[src/design/line_mux_defs.svh]
// offsets, field positions, reset values and timing counts of the line mux
// assumes inclusion by bare name from every file that needs them
`ifndef LINE_MUX_DEFS_SVH
`define LINE_MUX_DEFS_SVH

// ----------------------------------------------------------------
// clock and time unit
// ----------------------------------------------------------------
`define CLK_FREQ_HZ      10000000
`define UNIT_BASE_NS     1000
// least time, so round up to whole cycles
`define UNIT_BASE_CYCLES ((`UNIT_BASE_NS * (`CLK_FREQ_HZ / 1000000) + 999) / 1000)
`define UNIT_X1          1
`define UNIT_X10         10
`define UNIT_X100        100
`define UNIT_X1000       1000

// ----------------------------------------------------------------
// register byte offsets
// ----------------------------------------------------------------
`define OFS_LINE_PICK    8'h00
`define OFS_LINE_CFG     8'h04
`define OFS_LINE_STATUS  8'h08
`define OFS_PULSE_CTRL   8'h0c
`define OFS_PULSE_HIGH   8'h10
`define OFS_PULSE_REPEAT 8'h14
`define OFS_BURST_LEN    8'h18
`define OFS_PULSE_STATUS 8'h1c

// ----------------------------------------------------------------
// field positions
// ----------------------------------------------------------------
`define CFG_INVERT_BIT   0
`define CFG_SOURCE_LSB   4
`define STAT_LEVEL_BIT   0
`define STAT_DIR_BIT     1
`define STAT_KIND_LSB    4
`define CTRL_RUN_BIT     0
`define CTRL_STYLE_BIT   1
`define CTRL_UNIT_LSB    4
`define PST_RUNNING_BIT  0
`define PST_DONE_BIT     1
`define PST_LEVEL_BIT    2
`define SRC_CODE_MAX     4'h9

// ----------------------------------------------------------------
// reset values
// ----------------------------------------------------------------
`define PICK_RST         2'h0
`define SOURCE_RST       4'h0
`define INVERT_RST       4'h0
`define UNIT_RST         2'h0
`define HIGH_RST         32'h000003e8
`define REPEAT_RST       32'h0000c350
`define BURST_RST        17'h00001

`endif

[src/design/line_mux_pkg.sv]
// types shared by the line mux and its pulse generator
// assumes nothing of its surroundings
package line_mux_pkg;

	// ----------------------------------------------------------------
	// output source codes
	// ----------------------------------------------------------------
	typedef enum logic [3:0]
	{
		SRC_OFF      = 4'h0,
		SRC_BEGIN    = 4'h1,
		SRC_FINISH   = 4'h2,
		SRC_MIDPOINT = 4'h3,
		SRC_WINDOW   = 4'h4,
		SRC_PASS     = 4'h5,
		SRC_LATE     = 4'h6,
		SRC_PULSE    = 4'h7,
		SRC_STROBE_ONE  = 4'h8,
		SRC_STROBE_TWO  = 4'h9
	} source_e;

	// line pick codes
	typedef enum logic [1:0]
	{
		LINE_IN_ONE  = 2'h0,
		LINE_IN_TWO  = 2'h1,
		LINE_OUT_ONE = 2'h2,
		LINE_OUT_TWO = 2'h3
	} line_e;

	// electrical kind codes
	typedef enum logic [1:0]
	{
		KIND_NO_CONNECT = 2'h0,
		KIND_UNDRIVEN   = 2'h1,
		KIND_TTL        = 2'h2,
		KIND_OPTO       = 2'h3
	} kind_e;

	// pulse generator states
	typedef enum logic [1:0]
	{
		GEN_IDLE = 2'h0,
		GEN_RUN  = 2'h1,
		GEN_DONE = 2'h2
	} gen_state_e;

endpackage : line_mux_pkg

[src/design/pulse_train_gen.sv]
// programmable pulse train: width and period in selectable time units
// assumes static settings while running, one clock pclk
`timescale 1ns/1ps
`include "line_mux_defs.svh"
module pulse_train_gen
#(
	parameter int CNT_W       = 32,
	parameter int BURST_W     = 17,
	parameter int BASE_CYCLES = `UNIT_BASE_CYCLES
)
(
	input  wire logic               pclk,
	input  wire logic               presetn,
	input  wire logic               run_on,
	input  wire logic               run_style,
	input  wire logic [1:0]         unit_sel,
	input  wire logic [CNT_W-1:0]   high_count,
	input  wire logic [CNT_W-1:0]   repeat_count,
	input  wire logic [BURST_W-1:0] burst_length,
	output logic                    pulse_out,
	output logic                    running,
	output logic                    burst_done
);
	localparam int PRE_W = $clog2(BASE_CYCLES * `UNIT_X1000) + 1;

	line_mux_pkg::gen_state_e state_reg, state_next;  // run state
	logic [PRE_W-1:0]   pre_reg, pre_next;            // unit prescaler
	logic [CNT_W-1:0]   phase_reg, phase_next;        // units into period
	logic [BURST_W-1:0] num_reg, num_next;            // pulses finished
	logic               out_reg, out_next;            // waveform
	logic [PRE_W-1:0]   unit_cycles;                  // cycles per unit
	logic               tick;                         // one unit elapsed
	logic [CNT_W-1:0]   phase_inc;
	logic [BURST_W-1:0] num_inc;

	// ----------------------------------------------------------------
	// next state
	// ----------------------------------------------------------------
	always_comb
	begin
		unique case (unit_sel)
			2'h0: unit_cycles = PRE_W'(BASE_CYCLES * `UNIT_X1);
			2'h1: unit_cycles = PRE_W'(BASE_CYCLES * `UNIT_X10);
			2'h2: unit_cycles = PRE_W'(BASE_CYCLES * `UNIT_X100);
			2'h3: unit_cycles = PRE_W'(BASE_CYCLES * `UNIT_X1000);
		endcase
		tick       = (pre_reg >= unit_cycles - PRE_W'(1));
		phase_inc  = phase_reg + CNT_W'(1);
		num_inc    = num_reg + BURST_W'(1);
		state_next = state_reg;
		pre_next   = pre_reg;
		phase_next = phase_reg;
		num_next   = num_reg;
		unique case (state_reg)
			line_mux_pkg::GEN_IDLE:
			begin
				// counters wait at zero so a new enable starts clean
				pre_next   = '0;
				phase_next = '0;
				num_next   = '0;
				if (run_on)
					state_next = line_mux_pkg::GEN_RUN;
			end
			line_mux_pkg::GEN_RUN:
			begin
				if (!run_on)
				begin
					state_next = line_mux_pkg::GEN_IDLE;
					pre_next   = '0;
					phase_next = '0;
					num_next   = '0;
				end
				else if (tick)
				begin
					pre_next = '0;
					// period of zero units behaves as one unit
					if (phase_inc >= repeat_count)
					begin
						phase_next = '0;
						num_next   = num_inc;
						// burst length zero is taken as one
						if (run_style && num_inc >= burst_length)
							state_next = line_mux_pkg::GEN_DONE;
					end
					else
						phase_next = phase_inc;
				end
				else
					pre_next = pre_reg + PRE_W'(1);
			end
			line_mux_pkg::GEN_DONE:
			begin
				// stays quiet until software drops the enable
				if (!run_on)
					state_next = line_mux_pkg::GEN_IDLE;
			end
			default:
				state_next = line_mux_pkg::GEN_IDLE;
		endcase
		// high while the phase is under the width count
		out_next = (state_next == line_mux_pkg::GEN_RUN) && (phase_next < high_count);
	end

	// ----------------------------------------------------------------
	// registers
	// ----------------------------------------------------------------
	always_ff @(posedge pclk or negedge presetn)
	begin
		if (!presetn)
		begin
			state_reg <= line_mux_pkg::GEN_IDLE;
			pre_reg   <= '0;
			phase_reg <= '0;
			num_reg   <= '0;
			out_reg   <= 1'b0;
		end
		else
		begin
			state_reg <= state_next;
			pre_reg   <= pre_next;
			phase_reg <= phase_next;
			num_reg   <= num_next;
			out_reg   <= out_next;
		end
	end

	assign pulse_out  = out_reg;
	assign running    = (state_reg == line_mux_pkg::GEN_RUN);
	assign burst_done = (state_reg == line_mux_pkg::GEN_DONE);

	// ----------------------------------------------------------------
	// checks
	// ----------------------------------------------------------------
	a_idle_quiet: assert property (@(posedge pclk) disable iff (!presetn)
		!run_on |=> (!pulse_out && !running))
		else $error("pulse output active while disabled");
	a_restart_zero: assert property (@(posedge pclk) disable iff (!presetn)
		(state_reg == line_mux_pkg::GEN_IDLE && run_on) |=>
		(running && phase_reg == '0 && num_reg == '0 && pre_reg == '0))
		else $error("restart did not clear counters");
	a_burst_rest: assert property (@(posedge pclk) disable iff (!presetn)
		burst_done |-> (!pulse_out && (!$rose(burst_done) ||
		($past(run_style) && num_reg >= $past(burst_length)))))
		else $error("burst ended early or output not resting");

endmodule : pulse_train_gen

[src/design/output_line_mux_pulse_gen.sv]
// output line source mux, line inversion and readback, pulse generator
// assumes an APB master on pclk and timing inputs synchronous to pclk
`timescale 1ns/1ps
`include "line_mux_defs.svh"
module output_line_mux_pulse_gen
#(
	parameter int ADDR_W      = 8,
	parameter int CNT_W       = 32,
	parameter int BURST_W     = 17,
	parameter int EXP_W       = 24,
	parameter int BASE_CYCLES = `UNIT_BASE_CYCLES
)
(
	input  wire logic              pclk,
	input  wire logic              presetn,
	// apb slave
	input  wire logic              psel,
	input  wire logic              penable,
	input  wire logic              pwrite,
	input  wire logic [ADDR_W-1:0] paddr,
	input  wire logic [31:0]       pwdata,
	output logic [31:0]            prdata,
	output logic                   pready,
	output logic                   pslverr,
	// timing sources
	input  wire logic              exposure_window_level,
	input  wire logic [EXP_W-1:0]  exposure_length_cycles,
	input  wire logic              trigger_passthrough,
	input  wire logic              trigger_late_copy,
	input  wire logic              strobe_one,
	input  wire logic              strobe_two,
	// lines
	input  wire logic              in_line_one,
	input  wire logic              in_line_two,
	input  wire logic [7:0]        line_electrical_kind,
	output logic                   in_line_one_level,
	output logic                   in_line_two_level,
	output logic                   out_line_one,
	output logic                   out_line_one_oe,
	output logic                   out_line_two,
	output logic                   out_line_two_oe,
	output logic                   pulse_trigger
);
	// ----------------------------------------------------------------
	// declarations
	// ----------------------------------------------------------------
	logic [1:0]         pick_reg, pick_next;          // line pick
	logic [3:0]         invert_reg, invert_next;      // per line inversion
	logic [3:0]         source_reg [2];               // per output source
	logic [3:0]         source_next [2];
	logic               run_reg, run_next;            // pulse run on
	logic               style_reg, style_next;        // pulse run style
	logic [1:0]         unit_reg, unit_next;          // pulse time unit
	logic [CNT_W-1:0]   high_reg, high_next;          // pulse high count
	logic [CNT_W-1:0]   repeat_reg, repeat_next;      // pulse repeat count
	logic [BURST_W-1:0] burst_reg, burst_next;        // burst length
	logic [31:0]        prdata_reg, prdata_next;      // read data
	logic               pslverr_reg, pslverr_next;    // unmapped flag
	logic               expo_d_reg;                   // previous exposure level
	logic [EXP_W-1:0]   expo_cnt_reg, expo_cnt_next;  // cycles into exposure
	logic [1:0]         out_reg, oe_reg, in_lvl_reg;  // line flops
	logic [1:0]         out_next, oe_next;
	logic [1:0]         in_lvl_next;
	logic [9:0]         src_vec;                      // candidates by code
	logic               exposure_begin_pulse;
	logic               exposure_finish_pulse;
	logic               exposure_midpoint_pulse;
	logic               gen_out, gen_running, gen_done;
	logic               setup_phase, wr_access, mapped;
	logic [3:0]         line_levels;

	// ----------------------------------------------------------------
	// apb decode
	// ----------------------------------------------------------------
	// zero wait: read data is captured in the setup cycle
	assign setup_phase = psel && !penable;
	assign wr_access   = psel && penable && pwrite;
	assign pready      = 1'b1;
	assign line_levels = {out_reg, in_line_two, in_line_one};

	always_comb
	begin
		unique case (paddr)
			`OFS_LINE_PICK, `OFS_LINE_CFG, `OFS_LINE_STATUS, `OFS_PULSE_CTRL,
			`OFS_PULSE_HIGH, `OFS_PULSE_REPEAT, `OFS_BURST_LEN, `OFS_PULSE_STATUS:
				mapped = 1'b1;
			default:
				mapped = 1'b0;
		endcase
	end

	// ----------------------------------------------------------------
	// register file next values
	// ----------------------------------------------------------------
	always_comb
	begin
		pick_next      = pick_reg;
		invert_next    = invert_reg;
		source_next[0] = source_reg[0];
		source_next[1] = source_reg[1];
		run_next       = run_reg;
		style_next     = style_reg;
		unit_next      = unit_reg;
		high_next      = high_reg;
		repeat_next    = repeat_reg;
		burst_next     = burst_reg;
		prdata_next    = prdata_reg;
		pslverr_next   = pslverr_reg;
		if (wr_access)
		begin
			unique case (paddr)
				`OFS_LINE_PICK:
					pick_next = pwdata[1:0];
				`OFS_LINE_CFG:
				begin
					invert_next[pick_reg] = pwdata[`CFG_INVERT_BIT];
					// inputs have no source; the field is dropped
					if (pick_reg[1])
						source_next[pick_reg[0]] = pwdata[`CFG_SOURCE_LSB +: 4];
				end
				`OFS_PULSE_CTRL:
				begin
					run_next   = pwdata[`CTRL_RUN_BIT];
					style_next = pwdata[`CTRL_STYLE_BIT];
					unit_next  = pwdata[`CTRL_UNIT_LSB +: 2];
				end
				`OFS_PULSE_HIGH:
					high_next = pwdata[CNT_W-1:0];
				`OFS_PULSE_REPEAT:
					repeat_next = pwdata[CNT_W-1:0];
				`OFS_BURST_LEN:
					burst_next = pwdata[BURST_W-1:0];
				default:
					pick_next = pick_reg;  // read only or unmapped
			endcase
		end
		if (setup_phase)
		begin
			pslverr_next = !mapped;
			prdata_next  = '0;
			unique case (paddr)
				`OFS_LINE_PICK:
					prdata_next[1:0] = pick_reg;
				`OFS_LINE_CFG:
				begin
					prdata_next[`CFG_INVERT_BIT] = invert_reg[pick_reg];
					if (pick_reg[1])
						prdata_next[`CFG_SOURCE_LSB +: 4] = source_reg[pick_reg[0]];
				end
				`OFS_LINE_STATUS:
				begin
					prdata_next[`STAT_LEVEL_BIT] = line_levels[pick_reg];
					prdata_next[`STAT_DIR_BIT]   = pick_reg[1];
					prdata_next[`STAT_KIND_LSB +: 2] = line_electrical_kind[{pick_reg, 1'b0} +: 2];
				end
				`OFS_PULSE_CTRL:
				begin
					prdata_next[`CTRL_RUN_BIT]       = run_reg;
					prdata_next[`CTRL_STYLE_BIT]     = style_reg;
					prdata_next[`CTRL_UNIT_LSB +: 2] = unit_reg;
				end
				`OFS_PULSE_HIGH:
					prdata_next[CNT_W-1:0] = high_reg;
				`OFS_PULSE_REPEAT:
					prdata_next[CNT_W-1:0] = repeat_reg;
				`OFS_BURST_LEN:
					prdata_next[BURST_W-1:0] = burst_reg;
				`OFS_PULSE_STATUS:
				begin
					prdata_next[`PST_RUNNING_BIT] = gen_running;
					prdata_next[`PST_DONE_BIT]    = gen_done;
					prdata_next[`PST_LEVEL_BIT]   = gen_out;
				end
				default:
					prdata_next = '0;  // unmapped reads zero
			endcase
		end
	end

	// register file flops
	always_ff @(posedge pclk or negedge presetn)
	begin
		if (!presetn)
		begin
			pick_reg      <= `PICK_RST;
			invert_reg    <= `INVERT_RST;
			source_reg[0] <= `SOURCE_RST;
			source_reg[1] <= `SOURCE_RST;
			run_reg       <= 1'b0;
			style_reg     <= 1'b0;
			unit_reg      <= `UNIT_RST;
			high_reg      <= `HIGH_RST;
			repeat_reg    <= `REPEAT_RST;
			burst_reg     <= `BURST_RST;
			prdata_reg    <= '0;
			pslverr_reg   <= 1'b0;
		end
		else
		begin
			pick_reg      <= pick_next;
			invert_reg    <= invert_next;
			source_reg[0] <= source_next[0];
			source_reg[1] <= source_next[1];
			run_reg       <= run_next;
			style_reg     <= style_next;
			unit_reg      <= unit_next;
			high_reg      <= high_next;
			repeat_reg    <= repeat_next;
			burst_reg     <= burst_next;
			prdata_reg    <= prdata_next;
			pslverr_reg   <= pslverr_next;
		end
	end

	assign prdata  = prdata_reg;
	assign pslverr = pslverr_reg && psel && penable;

	// ----------------------------------------------------------------
	// exposure events
	// ----------------------------------------------------------------
	// midpoint uses the configured length since the end is not known yet
	assign exposure_begin_pulse    = exposure_window_level && !expo_d_reg;
	assign exposure_finish_pulse   = !exposure_window_level && expo_d_reg;
	assign exposure_midpoint_pulse = exposure_window_level &&
		(expo_cnt_reg == (exposure_length_cycles >> 1));

	always_comb
	begin
		expo_cnt_next = exposure_window_level ? expo_cnt_reg + EXP_W'(1) : '0;
	end

	always_ff @(posedge pclk or negedge presetn)
	begin
		if (!presetn)
		begin
			expo_d_reg   <= 1'b0;
			expo_cnt_reg <= '0;
		end
		else
		begin
			expo_d_reg   <= exposure_window_level;
			expo_cnt_reg <= expo_cnt_next;
		end
	end

	// ----------------------------------------------------------------
	// pulse generator
	// ----------------------------------------------------------------
	pulse_train_gen
	#(
		.CNT_W       (CNT_W),
		.BURST_W     (BURST_W),
		.BASE_CYCLES (BASE_CYCLES)
	)
	u_gen
	(
		.pclk         (pclk),
		.presetn      (presetn),
		.run_on       (run_reg),
		.run_style    (style_reg),
		.unit_sel     (unit_reg),
		.high_count   (high_reg),
		.repeat_count (repeat_reg),
		.burst_length (burst_reg),
		.pulse_out    (gen_out),
		.running      (gen_running),
		.burst_done   (gen_done)
	);

	// internal trigger use of the generator
	assign pulse_trigger = gen_out;

	// ----------------------------------------------------------------
	// source mux and line flops
	// ----------------------------------------------------------------
	// candidates indexed by source code
	assign src_vec[line_mux_pkg::SRC_OFF]      = 1'b0;
	assign src_vec[line_mux_pkg::SRC_BEGIN]    = exposure_begin_pulse;
	assign src_vec[line_mux_pkg::SRC_FINISH]   = exposure_finish_pulse;
	assign src_vec[line_mux_pkg::SRC_MIDPOINT] = exposure_midpoint_pulse;
	assign src_vec[line_mux_pkg::SRC_WINDOW]   = exposure_window_level;
	assign src_vec[line_mux_pkg::SRC_PASS]     = trigger_passthrough;
	assign src_vec[line_mux_pkg::SRC_LATE]     = trigger_late_copy;
	assign src_vec[line_mux_pkg::SRC_PULSE]    = gen_out;
	assign src_vec[line_mux_pkg::SRC_STROBE_ONE]  = strobe_one;
	assign src_vec[line_mux_pkg::SRC_STROBE_TWO]  = strobe_two;

	// one flop stage on every source keeps the outputs glitch free
	for (genvar g = 0; g < 2; g++)
	begin : g_out
		// codes above nine act as off
		assign out_next[g] = ((source_reg[g] <= `SRC_CODE_MAX) ? src_vec[source_reg[g]] : 1'b0)
			^ invert_reg[g + 2];
		assign oe_next[g]  = (line_electrical_kind[2*(g + 2) +: 2] != line_mux_pkg::KIND_UNDRIVEN);
		assign in_lvl_next[g] = line_levels[g] ^ invert_reg[g];
	end

	always_ff @(posedge pclk or negedge presetn)
	begin
		if (!presetn)
		begin
			out_reg    <= 2'h0;
			oe_reg     <= 2'h0;
			in_lvl_reg <= 2'h0;
		end
		else
		begin
			out_reg    <= out_next;
			oe_reg     <= oe_next;
			in_lvl_reg <= in_lvl_next;
		end
	end

	assign out_line_one      = out_reg[0];
	assign out_line_two      = out_reg[1];
	assign out_line_one_oe   = oe_reg[0];
	assign out_line_two_oe   = oe_reg[1];
	assign in_line_one_level = in_lvl_reg[0];
	assign in_line_two_level = in_lvl_reg[1];

	// ----------------------------------------------------------------
	// checks
	// ----------------------------------------------------------------
	a_off_line_rest: assert property (@(posedge pclk) disable iff (!presetn)
		(source_reg[0] == line_mux_pkg::SRC_OFF) |=> (out_line_one == $past(invert_reg[2])))
		else $error("off line not at rest level");
	a_begin_pulse: assert property (@(posedge pclk) disable iff (!presetn)
		(source_reg[0] == line_mux_pkg::SRC_BEGIN && $rose(exposure_window_level))
		|=> (out_line_one != $past(invert_reg[2])))
		else $error("no pulse at exposure begin");
	a_finish_pulse: assert property (@(posedge pclk) disable iff (!presetn)
		(source_reg[1] == line_mux_pkg::SRC_FINISH && $fell(exposure_window_level))
		|=> (out_line_two != $past(invert_reg[3])))
		else $error("no pulse at exposure finish");
	a_window_level: assert property (@(posedge pclk) disable iff (!presetn)
		(source_reg[0] == line_mux_pkg::SRC_WINDOW)
		|=> (out_line_one == ($past(exposure_window_level) ^ $past(invert_reg[2]))))
		else $error("line does not follow exposure window");
	a_trig_pass: assert property (@(posedge pclk) disable iff (!presetn)
		(source_reg[1] == line_mux_pkg::SRC_PASS)
		|=> (out_line_two == ($past(trigger_passthrough) ^ $past(invert_reg[3]))))
		else $error("trigger not copied");
	a_trig_late: assert property (@(posedge pclk) disable iff (!presetn)
		(source_reg[0] == line_mux_pkg::SRC_LATE && !invert_reg[2])
		|=> (out_line_one == $past(trigger_late_copy)))
		else $error("delayed trigger not copied");
	a_pulse_route: assert property (@(posedge pclk) disable iff (!presetn)
		(source_reg[1] == line_mux_pkg::SRC_PULSE && !invert_reg[3])
		|=> (out_line_two == $past(gen_out)))
		else $error("pulse generator not routed");
	a_undriven_oe: assert property (@(posedge pclk) disable iff (!presetn)
		(line_electrical_kind[7:6] == line_mux_pkg::KIND_UNDRIVEN) |=> !out_line_two_oe)
		else $error("undriven line is driven");

endmodule : output_line_mux_pulse_gen

[config.mk]
export PLATFORM = sky130hd
export DESIGN_NAME = output_line_mux_pulse_gen
export DESIGN_NICKNAME = d
export VERILOG_FILES = /design/src/design/line_mux_pkg.sv /design/src/design/pulse_train_gen.sv /design/src/design/output_line_mux_pulse_gen.sv
export VERILOG_INCLUDE_DIRS = /design/src /design/src/design
export SDC_FILE = /design/constraint.sdc
export NUM_CORES = 1
export LEC_CHECK = 0
export BUFFER_PORTS_ARGS = -buffer_cell sky130_fd_sc_hd__buf_2
export CAP_MARGIN = 0
export CORE_ASPECT_RATIO = 0.6
export CORE_MARGIN = 5
export CORE_UTILIZATION = 45
export DETAILED_ROUTE_END_ITERATION = 8
export PLACE_DENSITY = 0.61
export SLEW_MARGIN = 20
export SYNTH_ARGS = -nofsm -noshare
export SYNTH_HDL_FRONTEND = slang
export SYNTH_SLANG_ARGS = --single-unit
[constraint.sdc]
create_clock -name pclk -period 5.9 [get_ports pclk]
set_input_delay 0.885 -clock pclk [delete_from_list [all_inputs] [get_ports pclk]]
set_output_delay 0.885 -clock pclk [all_outputs]
set_load 0.1 [all_outputs]
After elaboration in Yosys (flattened, before gate mapping)
Memory sizes are Yosys's and may differ from the RTL's.
Index checks and enable logic that the tools add are counted.
- eq/ne operators: 18
- reductions and logical operators: 30
- muxes and demuxes: 49
- shifts and indexed selects: 1
- $add $sub $neg: 5
- $lt $le $gt $ge: 12
- bitwise logic cells: 5
- operator list (kind ; number):
    32-bit two-way mux ; 3
    32-bit case mux with 2 select lines ; 1
    15-bit case mux with 2 select lines ; 2
    15-bit case mux with 4 select lines ; 1
    17-bit two-way mux ; 3
    17-bit case mux with 2 select lines ; 1
    32-bit by 1-bit adder with 32-bit output (second input constant) ; 1
    8-bit by 5-bit equality test with 1-bit output (second input constant) ; 4
    32-bit greater-or-equal comparator ; 1
    32-bit < comparator ; 1
    15-bit two-way mux ; 2
    9-bit case mux with 3 select lines ; 1
    24-bit by 1-bit adder with 24-bit output (second input constant) ; 1
    24-bit by 23-bit equality test with 1-bit output ; 1
    24-bit two-way mux ; 1
    4-bit two-way mux ; 5
    17-bit by 1-bit adder with 17-bit output (second input constant) ; 1
    17-bit greater-or-equal comparator ; 1
    8-bit by 4-bit equality test with 1-bit output (second input constant) ; 2
    15-bit by 1-bit adder with 15-bit output (second input constant) ; 1
    15-bit greater-or-equal comparator ; 1
    15-bit by 1-bit subtractor with 15-bit output (second input constant) ; 1
    1-bit logical AND ; 12
    2-bit two-way mux ; 6
    36 further kinds ; 66
- bits in registers: 230
- word-level logic and storage cells: 143
- memories kept: 1
- output and inout port bits: 41
- bits in read-only memories: 32
- input port bits: 84
- memory list (memory ; words ; bits a word ; read ports ; clocked after memory_dff ; write ports ; line ; source):
    (no name shown) ; 32 ; 1 ; 1 ; 0 ; 0 ; output_line_mux_pulse_gen.sv:83 ; unique case (paddr)

Logic depth before layout (Yosys ltp)
- word-level depth: 10
- gate-level depth with buffers: 24
- depth with buffers taken out: 23

Modules after synthesis
Synthesis repeated with hierarchy kept, for this count alone.
- cells, all modules: 1343
- area, all modules: 13949.6 µm²
- modules (own cells, without submodules) (module ; cells each ; area an instance (µm²) ; sequential area each (µm²) ; times used):
    output_line_mux_pulse_gen ; 635 ; 7906.3 ; 4095.2 ; 1
    pulse_train_gen ; 708 ; 6043.3 ; 1676.6 ; 1

Worst setup path after synthesis
No wires, ideal clock.
- path type: register to register
- start point: register u_gen.phase_reg[0]
- end point: register u_gen.out_reg, in the netlist u_gen.pulse_out
- data arrival time: 5.048 ns
- library setup time: 0.095 ns
- buffers on the path: 1
- cell stages (with the launch flop): 24
- period minus slack after synthesis: 5.143 ns
- slack: 0.757 ns
- required time: 5.805 ns
- cells stage by stage: dfrtp_1 -> ha_1 -> and3_1 -> nand4_2 -> nor4_4 -> nand2_2 -> nor2_1 -> xor2_1 -> ha_1 -> nand4_2 -> nor4_4 -> nand2_1 -> and3b_1 -> nand3_1 -> nor2_2 -> buf_6 -> a22o_1 -> ha_1 -> a211o_1 -> a21oi_1 -> o2111ai_1 -> nor4b_1 -> a211oi_2 -> nor4b_2
- longest elaborated chain between the ends: 8
- elaborated cells on any way between the ends: 13
- classes of those cells: add/sub: 1; order compare: 2; eq/ne: 1; mux: 8; reduce/logical: 1
- ends and longest elaborated chain (element ; line ; source):
    start: declaration ; pulse_train_gen.sv:28 ; logic [CNT_W-1:0] phase_reg, phase_next;
    start signal: assignment ; pulse_train_gen.sv:121 ; phase_reg <= phase_next;
    32-bit by 1-bit adder with 32-bit output * ; pulse_train_gen.sv:48 ; phase_inc = phase_reg + CNT_W'(1);
    32-bit greater-or-equal comparator ; pulse_train_gen.sv:77 ; if (phase_inc >= repeat_count)
    32-bit two-way mux * ; pulse_train_gen.sv:77 ;
    32-bit two-way mux * ; pulse_train_gen.sv:73 ; else if (tick)
    32-bit two-way mux * ; pulse_train_gen.sv:66 ; if (!run_on)
    32-bit case mux with 2 select lines * ; pulse_train_gen.sv:54 ; unique case (state_reg)
    named net u_gen.phase_next[15] ; pulse_train_gen.sv:28 ;
    32-bit < comparator * ; pulse_train_gen.sv:101 ; out_next = (state_next == line_mux_pkg::GEN_RUN) && (phase_next < high_count);
    1-bit logical AND * ; pulse_train_gen.sv:101 ;
    named net u_gen.out_next ; pulse_train_gen.sv:30 ; logic out_reg, out_next;
    end signal: assignment ; pulse_train_gen.sv:123 ; out_reg <= out_next;
    end: declaration ; pulse_train_gen.sv:30 ;
Mark *: on every way through the listed nets, which the timed path passes. The rest lies on a longest branch.
A chain may end at the register's enable or synchronous reset.

Worst setup path after layout
- start point: register u_gen.phase_reg[1]
- end point: register u_gen.out_reg, in the netlist u_gen.pulse_out
The elaborated chain is that of the path after synthesis.

==> impl_metrics.yaml <==
yosys:
  synth_cell_types: 84
  synth_edf_count: 0
  synth_cells: 1421
  synth_top_family_by_area: "simple AND/OR/NAND/NOR gates"
  ys_ff_latch: 230
  yosysSeqAreaShare_pct: 41.9
  synthFlopType: "dfrtp_1"
  synthMuxAreaShare_pct: 6.60
  synth_compound_area_share_pct: 14.4
  syn-cell-area_mm2: 0.0138
  async_flop_share_pct: 100
  synthAdderAreaFrac_pct: 8.90
  avgSynthCellArea_um2: 9.69
  synth-xor-area-share_pct: 6.17
  synth-simple-area-share_pct: 17.4
  yosysWarnings: 0
critical_path:
  crit_chain: "ha_1 -> and3_1 -> nand3_1 -> nor2b_2 -> nand3_1 -> nor2_1 -> xor2_1 -> ha_1 -> nand4_1 -> nor2_1 -> a221o_1 -> o311a_2 -> o21ai_2 -> a21oi_4 -> a21oi_1 -> ha_1 -> o21ai_0 -> o21ai_0 -> nand4_1 -> o2111ai_1 -> nor4b_2 -> a211oi_2 -> nor4b_2"
  max_stage_delay_ps: 430
  cp.required_ps: 6350
  arrival_ps: 5950
  crit_type: "reg2reg"
  slowest_stage: "o311a_2"
  endpoint_kind: "register"
  cp-start-kind: "register"
  cpMostUsedCell: "ha_1"
  crit_fanout: 4
drt:
  ant_nets: 0
  drt_pass1_iterations: 6
  routedWlPerCell_um: 19.7
  routed_wl_mm: 39.0
  via_per_inst: 5.64
  first_iter_violations: 1132
  drc: 0
  vias: 11164
sta:
  holdWs_ps: 283
  finalCritPeriodShare_pct: 93.2
  period_minus_slack_ps: 5500
  slew_headroom_pct: 39.3
  setup_viol: 0
  hold_viol_final: 0
  slew_violations: 0
  finalClockSkew_ps: 24.4
  final.setup.worst_slack_ps: 399
  worst_slew_pin_slew_ps: 910
  max_freq_mhz: 182
  rsz0062_at_grt: "false"
  tns_ps: 0
clock_tree:
  root_buffer: "clkbuf_16"
  htree_levels: 1
  holdBufCountCts: 0
  clock_sinks: 230
  cts_buffer_depth: 3
  cts_buffers: 24
  clk-insertion-delay-late_ps: 550
  clk_pin_slew_worst_paths_ps: 60
  cts_tree: "built"
placement:
  hpwl_mm: 29.1
  dp_slack_ps: 209
  gp_congestion: 0.894
  numPortBuffers: 122
die:
  ios: 125
  core_area_mm2: 0.0300
  die_w_um: 236
  num_rows: 49
  dieArea_mm2: 0.0343
  die_h_um: 146
  start_util_pct: 45.9
global_route:
  track_usage_pct: 22.2
  grt_max_degree: 125
  antenna_found_initial: 0
  grt_pass1_wl_mm: 61.8
  grt.overflow.total: 0
  grt_pass1_vias: 10634
final_layout:
  nets: 1735
  num_antenna_cells: 0
  layout_commonest_cell: "dfrtp_1"
  syn_to_final_growth_pct: 14.7
  drive_gt1_share_pct: 20.1
  final_cell_mix: "dfrtp_1, nand2_1, buf_2, o21ai_0, nor2_1"
min_path:
  hp-class: "in2async"
power:
  powerDensity_mw_per_mm2: 226
  power.leakage_nw: 7.65
  ir_worst_vdd_uv: 171
outcome:
  status: "finished, final reports clean"
job:
  cap_violations: 0
-- cell families after synthesis --
group	after synthesis
buffers and inverters	155
muxes	79
AOI/OAI and AO/OA	294
adders and majority gates	98
and+or+nand+nor	467
DFF	230
xor gates and xnor gates	97
other	1
-- cell usage after synthesis (all sizes together) (35+ instances only) --
cell type  count  share of area (%)
a21oi         46                1.8
xor2          38                2.4
clkbuf        40                1.1
nand2        145                4.0
dfrtp        217                 39
nand4         35                1.7
inv           95                2.6
xnor2         59                3.8
ha            98                8.9
mux2          55                4.5
o21ai        122                4.6
nand3         54                2.0
nor2         103                2.8
-- worst max-delay path, delay by kind of cell (launching register included) --
| family | cells | cell delay [ps] |
|---|---|---|
| AND/OR/NAND/NOR | 10 | 1970 |
| AO/OA/AOI/OAI | 9 | 1980 |
| XOR/XNOR | 1 | 230 |
| adder cells (fa/ha/maj) | 3 | 790 |
| flip-flops | 1 | 420 |
-- timing repair --
item / in CTS / in global routing
resized for setup: 0 / 3
setup endpoints to repair: 0 / 1
buffers inserted: 0 / 0
-- final cells by class --
| cell class | count | area, um2 |
|---|---|---|
| sequential | 230 | 5770 |
| timing repair buffer | 165 | 971 |
| inverter | 95 | 357 |
| fill | 2807 | 14200 |
| clock buffer | 34 | 688 |
| multi-input combinational | 1037 | 7390 |
| clock inverter | 9 | 109 |
| tap | 408 | 510 |
-- per-stage QoR --
| stage | total power, mW | util (%) | instance area (um2) | cells |
|---|---|---|---|---|
| 2_1_floorplan | 1.89 | - | 13800 | 1422 |
| 4_1_cts | 3.59 | 52.4 | 15700 | 1976 |
| 3_3_place_gp | 2.02 | 49.8 | 14900 | 1933 |
| 5_1_grt | 3.71 | 52.6 | 15800 | 1978 |
| 3_5_place_dp | 2.03 | 49.8 | 14900 | 1933 |
| 6_report | 3.57 | 52.6 | 15800 | 1978 |
-- worst paths after layout --
check | startpoint | endpoint | slack, ps | cells past startpoint
hold reg to reg | prdata[1] | prdata[1] | 480 | 1
setup / recovery | u_gen.phase_reg[1] | u_gen.pulse_out | 400 | 23
max in group asynchronous | presetn | prdata[29] | 4130 | 3
hold / removal | presetn | expo_cnt_reg[11] | 280 | 1
setup reg to reg | u_gen.phase_reg[1] | u_gen.pulse_out | 400 | 23
min in group pclk | prdata[1] | prdata[1] | 480 | 1
-- per-layer routing --
layer,track usage (%),vias to the layer above,share of wire (%)
met5,0,-,0
met4,3.07,0,1.2
met3,4.26,34,7.9
met2,30.0,365,39
met1,37.1,5438,52
li1,-,5327,-
-- power by group --
part	internal, mW	switching [mW]	total [mW]
combinational	0.0967	0.267	0.364
sequential	1.61	0.0219	1.63
clock	0.902	0.672	1.57
total	2.61	0.961	3.57
Power figures use the tool's default switching activity.
